==> config.mk <==
export PLATFORM = sky130hd
export DESIGN_NAME = rsvs_reset_seq
export DESIGN_NICKNAME = d
export VERILOG_FILES = /design/src/pkg/rsvs_pkg.sv /design/src/pkg/rsvs_if.sv /design/src/verilog/rsvs_e_bus_clock_out_gen.sv /design/src/verilog/rsvs_flag_latch.sv /design/src/verilog/rsvs_reset_seq.sv
export SDC_FILE = /design/constraint.sdc
export NUM_CORES = 1
export LEC_CHECK = 0
export BUFFER_PORTS_ARGS = -buffer_cell sky130_fd_sc_hd__buf_2
export CAP_MARGIN = 20
export CORE_MARGIN = 2
export CORE_UTILIZATION = 51
export DETAILED_ROUTE_END_ITERATION = 7
export GPL_TIMING_DRIVEN = 0
export HOLD_SLACK_MARGIN = 0.06
export PLACE_DENSITY = 0.82
export RECOVER_POWER = 25
export SKIP_LAST_GASP = 1
export SLEW_MARGIN = 20
export SYNTH_ARGS = -nofsm -noshare
export SYNTH_HDL_FRONTEND = slang
export SYNTH_SLANG_ARGS = --single-unit
==> constraint.sdc <==
create_clock -name clk_sys -period 3.4 [get_ports clk_sys]
set_clock_uncertainty 0.1 [all_clocks]
set_input_delay 0.68 -clock clk_sys [delete_from_list [all_inputs] [get_ports clk_sys]]
set_output_delay 0.68 -clock clk_sys [all_outputs]
set_load 0.02 [all_outputs]
==> src/pkg/rsvs_pkg.sv <==
// constants, codes and types of the reset sequencer with start vector select
// assumes clk_sys is the oscillator clock and the bus clock runs at half its rate
// Function
// - bus clock output runs at half the oscillator rate right after reset.
// - single-chip user mode keeps bus clock off; software may enable it.
// - single-chip special mode starts bus clock on; software may disable it.
// - special peripheral mode leaves bus clock pin undriven as an input.
// - stop state halts all clocks, bus clock output included.
// - bus clock cycles may be stretched for slow external accesses.
// - reset is entered from any source at once, left on a clock edge; here entry also waits for the next clk_sys edge.
// - power-on, enabled watchdog, enabled clock monitor, or pin low drive pin low.
// - power-on or clock monitor reset first holds pin low 4096 oscillator cycles.
// - recovery then holds pin low 16 to 17 bus cycles, then releases.
// - pin low nine cycles after release means external; clear flags, vector FFFE.
// - pin high with clock monitor flag set selects vector FFFC.
// - pin high, no monitor flag, watchdog flag set selects vector FFFA.
// - pin high with neither flag selects normal vector FFFE.
// - mode pins set mode during reset; afterwards may track the instruction queue.
// - pull-downs on both mode pins while reset is active.
// - after reset the special mode pin serves background debug or high tag.
package rsvs_pkg;
   localparam int          STARTUP_CYC = 4096;
   localparam int          LOWDRV_ECYC = 16;
   localparam int          SAMPLE_ECYC = 9;
   localparam int          CNT_W       = 13;
   localparam int          STRETCH_W   = 2;
   localparam logic [15:0] VEC_NORMAL  = 16'hFFFE;
   localparam logic [15:0] VEC_CLKMON  = 16'hFFFC;
   localparam logic [15:0] VEC_WDOG    = 16'hFFFA;
   // mode code is {special_mode_pin_n, mode_pin_b, mode_pin_a}
   localparam logic [2:0]  MODE_SPC_SINGLE = 3'h0;
   localparam logic [2:0]  MODE_SPC_PERIPH = 3'h2;
   localparam logic [2:0]  MODE_USR_SINGLE = 3'h4;
   localparam logic [1:0]  CAUSE_NORMAL = 2'h0;
   localparam logic [1:0]  CAUSE_EXT    = 2'h1;
   localparam logic [1:0]  CAUSE_CLKMON = 2'h2;
   localparam logic [1:0]  CAUSE_WDOG   = 2'h3;

   typedef enum logic [2:0]
   {
      RSVS_RUN     = 3'b000,
      RSVS_STARTUP = 3'b001,
      RSVS_LOWDRV  = 3'b010,
      RSVS_RISE    = 3'b011,
      RSVS_WAITHI  = 3'b100
   } rsvs_state_t;
endpackage

==> src/pkg/rsvs_if.sv <==
// internal carrier between the sequencer, bus clock generator and flag latch
// assumes all parties run on clk_sys
interface rsvs_if;
   logic                           e_level;
   logic                           e_tick;
   logic                           stop;
   logic                           stretch;
   logic [rsvs_pkg::STRETCH_W-1:0] stretch_len;
   logic                           wd_set;
   logic                           cm_set;
   logic                           flag_clear;
   logic                           wd_flag;
   logic                           cm_flag;

   modport seq (input e_level, e_tick, wd_flag, cm_flag,
                output stop, stretch, stretch_len, wd_set, cm_set, flag_clear);
   modport eck (input stop, stretch, stretch_len, output e_level, e_tick);
   modport lat (input wd_set, cm_set, flag_clear, output wd_flag, cm_flag);
endinterface

==> src/verilog/rsvs_e_bus_clock_out_gen.sv <==
// bus clock generator: clk_sys divided by two, high phase stretchable
// assumes stop and stretch requests are synchronous to clk_sys
module rsvs_e_bus_clock_out_gen
(
   input wire logic clk_sys,
   input wire logic rst,
   rsvs_if.eck      bus
);
   typedef struct packed
   {
      logic                           level;
      logic                           tick;
      logic [rsvs_pkg::STRETCH_W-1:0] hold;
   } rsvs_eck_t;

   rsvs_eck_t s;
   rsvs_eck_t next_s;

   always_comb
   begin
      next_s = s;
      next_s.tick = 1'b0;
      if (bus.stop)
      begin
         next_s.hold = s.hold;
      end
      else if (s.hold != '0)
      begin
         next_s.hold = s.hold - 1'b1;
      end
      else
      begin
         next_s.level = ~s.level;
         if (s.level)
            next_s.tick = 1'b1;
         else if (bus.stretch)
            next_s.hold = bus.stretch_len;
      end
   end

   always_ff @(posedge clk_sys)
   begin
      if (rst)
         s <= '0;
      else
         s <= next_s;
   end

   assign bus.e_level = s.level;
   assign bus.e_tick  = s.tick;
endmodule

==> src/verilog/rsvs_flag_latch.sv <==
// latched watchdog and clock monitor failure flags
// assumes set and clear are one-cycle pulses on clk_sys
module rsvs_flag_latch
(
   input wire logic clk_sys,
   input wire logic rst,
   rsvs_if.lat      bus
);
   typedef struct packed
   {
      logic wd;
      logic cm;
   } rsvs_flags_t;

   rsvs_flags_t s;
   rsvs_flags_t next_s;

   always_comb
   begin
      next_s = s;
      if (bus.flag_clear)
         next_s = '0;
      if (bus.wd_set)
         next_s.wd = 1'b1;
      if (bus.cm_set)
         next_s.cm = 1'b1;
   end

   always_ff @(posedge clk_sys)
   begin
      if (rst)
         s <= '0;
      else
         s <= next_s;
   end

   assign bus.wd_flag = s.wd;
   assign bus.cm_flag = s.cm;
endmodule

==> src/verilog/rsvs_reset_seq.sv <==
// reset sequencer: source capture, timed pin drive, sampling, vector select,
// mode pin capture and bus clock pin control
// assumes clk_sys is the oscillator clock; pins are synchronous to it
module rsvs_reset_seq
#(
   parameter int STARTUP_CYC = rsvs_pkg::STARTUP_CYC,
   parameter int LOWDRV_ECYC = rsvs_pkg::LOWDRV_ECYC,
   parameter int SAMPLE_ECYC = rsvs_pkg::SAMPLE_ECYC
)
(
   input  wire logic        clk_sys,
   input  wire logic        rst,
   input  wire logic        watchdog_enable,
   input  wire logic        watchdog_timeout,
   input  wire logic        clkmon_enable,
   input  wire logic        clkmon_fail,
   input  wire logic        reset_pin_in,
   output logic             reset_pin_out,
   output logic             reset_pin_oe,
   output logic             cpu_reset,
   output logic [15:0]      vector_addr,
   output logic             vector_valid,
   output logic [1:0]       reset_cause,
   output logic [2:0]       op_mode,
   input  wire logic        stop_mode,
   input  wire logic        bus_clk_sw_wr,
   input  wire logic        bus_clk_sw_val,
   input  wire logic        slow_stretch_en,
   input  wire logic        slow_access,
   input  wire logic [1:0]  stretch_len,
   output logic             e_bus_clock_out,
   output logic             e_bus_clock_oe,
   input  wire logic        mode_pin_a_in,
   input  wire logic        mode_pin_b_in,
   input  wire logic        special_mode_pin_n_in,
   output logic             mode_pin_a_out,
   output logic             mode_pin_a_oe,
   output logic             mode_pin_a_pd,
   output logic             mode_pin_b_out,
   output logic             mode_pin_b_oe,
   output logic             mode_pin_b_pd,
   input  wire logic        queue_track_en,
   input  wire logic        queue_track_0,
   input  wire logic        queue_track_1,
   input  wire logic        debug_select,
   output logic             background_debug_pin,
   output logic             high_tag_input
);
   localparam int CW = rsvs_pkg::CNT_W;
   localparam logic [CW-1:0] STARTUP_LAST = CW'(STARTUP_CYC - 1);
   localparam logic [CW-1:0] LOWDRV_LAST  = CW'(LOWDRV_ECYC - 1);
   localparam logic [CW-1:0] SAMPLE_LAST  = CW'(SAMPLE_ECYC - 1);

   typedef struct packed
   {
      rsvs_pkg::rsvs_state_t state;
      logic [CW-1:0]         cnt;
      logic                  in_reset;
      logic                  pin_oe;
      logic                  pin_out;
      logic                  clear;
      logic [15:0]           vec;
      logic                  vec_valid;
      logic [1:0]            cause;
      logic [2:0]            mode;
      logic                  e_en;
      logic                  e_out;
      logic                  e_oe;
      logic                  a_out;
      logic                  a_oe;
      logic                  a_pd;
      logic                  b_out;
      logic                  b_oe;
      logic                  b_pd;
      logic                  dbg;
      logic                  tag_hi;
   } rsvs_seq_t;

   // power-on: start-up delay, pin low, pull-downs on, bus clock running
   localparam rsvs_seq_t RST_ST = '{
      state:     rsvs_pkg::RSVS_STARTUP,
      cnt:       '0,
      in_reset:  1'b1,
      pin_oe:    1'b1,
      pin_out:   1'b0,
      clear:     1'b0,
      vec:       rsvs_pkg::VEC_NORMAL,
      vec_valid: 1'b0,
      cause:     rsvs_pkg::CAUSE_NORMAL,
      mode:      rsvs_pkg::MODE_SPC_SINGLE,
      e_en:      1'b1,
      e_out:     1'b0,
      e_oe:      1'b0,
      a_out:     1'b0,
      a_oe:      1'b0,
      a_pd:      1'b1,
      b_out:     1'b0,
      b_oe:      1'b0,
      b_pd:      1'b1,
      dbg:       1'b1,
      tag_hi:    1'b1
   };

   rsvs_if ifc ();

   rsvs_seq_t s;
   rsvs_seq_t next_s;

   logic wd_evt;
   logic cm_evt;

   // vector choice when the pin has risen; monitor beats watchdog
   function automatic logic [17:0] rsvs_pick(input logic cm, input logic wd);
      logic [17:0] r;
      if (cm)
         r = {rsvs_pkg::CAUSE_CLKMON, rsvs_pkg::VEC_CLKMON};
      else if (wd)
         r = {rsvs_pkg::CAUSE_WDOG, rsvs_pkg::VEC_WDOG};
      else
         r = {rsvs_pkg::CAUSE_NORMAL, rsvs_pkg::VEC_NORMAL};
      return r;
   endfunction

   assign wd_evt = watchdog_timeout & watchdog_enable;
   assign cm_evt = clkmon_fail & clkmon_enable;

   assign ifc.wd_set      = wd_evt;
   assign ifc.cm_set      = cm_evt;
   assign ifc.flag_clear  = s.clear;
   assign ifc.stop        = stop_mode;
   assign ifc.stretch     = slow_stretch_en & slow_access & ~s.in_reset;
   assign ifc.stretch_len = stretch_len;

   rsvs_e_bus_clock_out_gen u_bus_clk
   (
      .clk_sys (clk_sys),
      .rst     (rst),
      .bus     (ifc.eck)
   );

   rsvs_flag_latch u_flags
   (
      .clk_sys (clk_sys),
      .rst     (rst),
      .bus     (ifc.lat)
   );

   always_comb
   begin
      logic        release_now;
      logic [17:0] pick;
      release_now = 1'b0;
      pick = rsvs_pick(ifc.cm_flag, ifc.wd_flag);
      next_s = s;
      next_s.clear = 1'b0;
      next_s.pin_out = 1'b0;
      case (s.state)
         rsvs_pkg::RSVS_RUN:
         begin
            if (cm_evt)
            begin
               next_s.state = rsvs_pkg::RSVS_STARTUP;
               next_s.cnt = '0;
               next_s.pin_oe = 1'b1;
               next_s.in_reset = 1'b1;
               next_s.vec_valid = 1'b0;
            end
            else if (wd_evt || !reset_pin_in)
            begin
               next_s.state = rsvs_pkg::RSVS_LOWDRV;
               next_s.cnt = '0;
               next_s.pin_oe = 1'b1;
               next_s.in_reset = 1'b1;
               next_s.vec_valid = 1'b0;
            end
         end
         rsvs_pkg::RSVS_STARTUP:
         begin
            if (s.cnt == STARTUP_LAST)
            begin
               next_s.state = rsvs_pkg::RSVS_LOWDRV;
               next_s.cnt = '0;
            end
            else
            begin
               next_s.cnt = s.cnt + 1'b1;
            end
         end
         rsvs_pkg::RSVS_LOWDRV:
         begin
            if (ifc.e_tick)
            begin
               if (s.cnt == LOWDRV_LAST)
               begin
                  next_s.state = rsvs_pkg::RSVS_RISE;
                  next_s.cnt = '0;
                  next_s.pin_oe = 1'b0;
               end
               else
               begin
                  next_s.cnt = s.cnt + 1'b1;
               end
            end
         end
         rsvs_pkg::RSVS_RISE:
         begin
            if (ifc.e_tick)
            begin
               if (s.cnt == SAMPLE_LAST)
               begin
                  next_s.clear = 1'b1;
                  next_s.cnt = '0;
                  if (!reset_pin_in)
                  begin
                     next_s.vec = rsvs_pkg::VEC_NORMAL;
                     next_s.cause = rsvs_pkg::CAUSE_EXT;
                     next_s.state = rsvs_pkg::RSVS_WAITHI;
                  end
                  else
                  begin
                     next_s.vec = pick[15:0];
                     next_s.cause = pick[17:16];
                     release_now = 1'b1;
                  end
               end
               else
               begin
                  next_s.cnt = s.cnt + 1'b1;
               end
            end
         end
         rsvs_pkg::RSVS_WAITHI:
         begin
            if (reset_pin_in)
               release_now = 1'b1;
         end
         default:
         begin
            next_s = RST_ST;
         end
      endcase

      // leave reset on this clock edge only
      if (release_now)
      begin
         next_s.state = rsvs_pkg::RSVS_RUN;
         next_s.in_reset = 1'b0;
         next_s.vec_valid = 1'b1;
         next_s.e_en = (s.mode != rsvs_pkg::MODE_USR_SINGLE);
      end

      // mode pins are followed while in reset, frozen at release
      if (s.in_reset)
         next_s.mode = {special_mode_pin_n_in, mode_pin_b_in, mode_pin_a_in};

      // software bus clock switch once out of reset
      if (!s.in_reset && bus_clk_sw_wr)
         next_s.e_en = bus_clk_sw_val;

      next_s.e_out = ifc.e_level;
      next_s.e_oe = next_s.e_en && (next_s.mode != rsvs_pkg::MODE_SPC_PERIPH);

      next_s.a_pd = next_s.in_reset;
      next_s.b_pd = next_s.in_reset;
      next_s.a_oe = !next_s.in_reset && queue_track_en;
      next_s.b_oe = !next_s.in_reset && queue_track_en;
      next_s.a_out = queue_track_0;
      next_s.b_out = queue_track_1;

      // special mode pin routed after reset, held high while in reset
      next_s.dbg = s.in_reset || !debug_select || special_mode_pin_n_in;
      next_s.tag_hi = s.in_reset || debug_select || special_mode_pin_n_in;
   end

   always_ff @(posedge clk_sys)
   begin
      if (rst)
         s <= RST_ST;
      else
         s <= next_s;
   end

   assign reset_pin_out        = s.pin_out;
   assign reset_pin_oe         = s.pin_oe;
   assign cpu_reset            = s.in_reset;
   assign vector_addr          = s.vec;
   assign vector_valid         = s.vec_valid;
   assign reset_cause          = s.cause;
   assign op_mode              = s.mode;
   assign e_bus_clock_out      = s.e_out;
   assign e_bus_clock_oe       = s.e_oe;
   assign mode_pin_a_out       = s.a_out;
   assign mode_pin_a_oe        = s.a_oe;
   assign mode_pin_a_pd        = s.a_pd;
   assign mode_pin_b_out       = s.b_out;
   assign mode_pin_b_oe        = s.b_oe;
   assign mode_pin_b_pd        = s.b_pd;
   assign background_debug_pin = s.dbg;
   assign high_tag_input       = s.tag_hi;
endmodule
==> impl_metrics.ini <==
[status]
status = finished, final reports clean

[timing]
setup_slack_ps = 1080
tns_ps = 0
worst_pin_slew_ps = 512
relSlewSlack_pct = 65.0
maxSlewViolCount = 0
setup_violations = 0
finalCritPeriodShare_pct = 68.3
period_minus_slack_ps = 2320
rsz0062_at_grt = no
max_freq_mhz = 431
fin_hold_ws_ps = 385
finalHoldViolations = 0

[routing]
antenna_left = 0
firstDrtPassIters = 4
drt_first_iter_violations = 108
via_per_inst = 5.35
dr_total_vias = 1962
drc_errors = 0
routedWlPerCell_um = 12.7
wl_mm = 4.66

[clock_network]
post_cts_buffers = 0
cts_hold_buffers = 0
clock_sinks = 42
clock_latency_ps = 300
root_buffer = clkbuf_8
cts_tree = done
cts_buffer_depth = 2
clkSlewWorstSetupHoldPaths_ps = 80
cts_resized = 0
h-tree-depth = 2
cts_buffers = 5

[critical_path]
ff2ff_path_depth = 7
crit_fanout = 10
rrSetupSlack_ps = 1080
required_ps = 3480
cp_top_family = simple AND/OR/NAND/NOR gates
r2r_end = s[45]$_SDFFE_PP0P_
cp_data_arrival_time_ps = 2400
critPathLaunchType = register
worstReg2RegStart = s[37]$_SDFFE_PP0P_
crit_chain = ha_1 > nand3_1 > nor4_1 > o22ai_1 > o21ai_2 > buf_4 > a21oi_1
slowest_delay_ps = 500
worst-path-stages = 7
crit_slowest_cell = nor4_1
worstSetupEndpointType = register
critPathKind = register to register
path_buf_inv = 1

[power]
power_per_cell_area_nw_per_um2 = 451
ir_worst_vdd_v = 0.000287
p_leak_nw = 1.02
p_total_mw = 1.19

[flow_run]
maxCapViolations = 0

[synth]
yosysTopAreaCell = dfxtp_1
synth_top_area_share_pct = 38.2
syn-instance-count = 256
synth-seq-area-share_pct = 38.2
syn_area_per_cell_um2 = 8.61
synthFlopType = dfxtp_1
synth-edff-count = 0
synth-seq-cells = 42
synth_cell_types = 54
synth_most_common_cell = dfxtp_1
synth_area_leaders = dfxtp_1, buf_4, a21oi_1
async_reset_ff_share_pct = 0
ys_warn_count = 0
synthesis.area_um2 = 2200
synth_common_cells = dfxtp_1, buf_4, a21oi_1

[global_route]
grt_antenna_before_repair = 0
grt_pass1_vias = 1698
grt_pass1_wl_mm = 7.82
overflow = 0
grt_max_degree = 15
track_usage_pct = 19.9

[floorplan]
ios = 56
coreArea_um2 = 4090
start_util_pct = 53.9
rows = 23
die_h_um = 69.7
die_x_um = 69.7
die_area_um2 = 4860

[placed_design]
dp_slack_ps = 1060
dp_cells = 359
gp_congestion = 0.861
placed_area_um2 = 2530
io_buffers = 52
place_hpwl_mm = 3.46

[hold_path]
holdCritPathClass = register to register
hold_path_end = vector_addr[2]$_SDFFE_PP1P_
hp-start = vector_addr[2]$_SDFFE_PP1P_
hold-path-cell-count = 2

[final_layout]
seq_area_um2 = 841
layout.cells.non_filler = 367
antennaDiodeCount = 0
nNetsFinal = 339
drive_gt1_share_pct = 29.3
stdcell_area_um2 = 2630
nFillCells = 373
area_growth_pct = 19.3
multi_input_area_um2 = 1100
finalCoreUtilization_pct = 64.3
## routing by layer
metal / vias up / track usage, % / part of all wire [%]
met1: 882 / 26.0 / 47
met5: - / 0 / 0
met4: 0 / 8.76 / 1.9
li1: 1014 / - / -
met2: 59 / 31.0 / 45
met3: 7 / 5.23 / 6.1
## cell type report
type | count | share of cell area (%)
Timing Repair Buffer | 52 | 9.38
Sequential cell | 42 | 32.0
Buffer | 34 | 8.81
Clock buffer | 5 | 2.62
Multi-Input combinational cell | 173 | 42.0
Tap cell | 50 | 2.38
Inverter | 8 | 1.14
Clock inverter | 3 | 1.67
## worst reg2reg max path, delay by kind of cell (launching register included)
kind / cells / cell delay [ps]
AOI/OAI and AO/OA: 3 / 510
adders and majority gates: 1 / 200
buffers and inverters: 1 / 200
DFF: 1 / 380
and+or+nand+nor: 2 / 810
## cells in the final DEF (no fill, tap or decap), drive strengths merged, types with 7 or more instances in the layout
cell type,instances
buf,72
dfxtp,42
a21oi,23
nor2,20
clkbuf,19
nand2,18
nand3,17
inv,9
o21ai,8
nand2b,7
## kinds of logic (layout without fill, tap and decap cells)
logic type,after synthesis,in the layout,share of synthesized area (%)
AOI/OAI and AO/OA,59,59,19.4
xor gates and xnor gates,6,6,2.38
adders and majority gates,2,2,1.14
buffers and inverters,42,102,11.9
DFF,42,42,38.2
muxes,3,3,1.42
other,1,2,0.170
and+or+nand+nor,101,101,25.4
## how the worst max path moves through the flow
stage                         end               start
5_1_grt        s[45]$_SDFFE_PP0P_  s[38]$_SDFFE_PP0P_
3_3_place_gp   s[44]$_SDFFE_PP0P_        reset_pin_in
4_1_cts        s[47]$_SDFFE_PP0P_  s[38]$_SDFFE_PP0P_
2_1_floorplan  s[42]$_SDFFE_PP0P_        reset_pin_in
6_report       s[45]$_SDFFE_PP0P_  s[37]$_SDFFE_PP0P_
3_5_place_dp   s[47]$_SDFFE_PP0P_        reset_pin_in
## registers in the layout, indices dropped and copies added (netlist names), 2 cells and up
register     count
op_mode          3
reset_cause      2
s               17
u_bus_clk.s      2
vector_addr      3
## report_power, final
group,internal (mW),leakage (nW),total [mW],switching (mW)
sequential,0.516,0.342,0.534,0.0179
combinational,0.0964,0.621,0.257,0.160
clock,0.220,0.0585,0.396,0.176
total,0.833,1.02,1.19,0.354
Power figures use the tool's default switching activity.
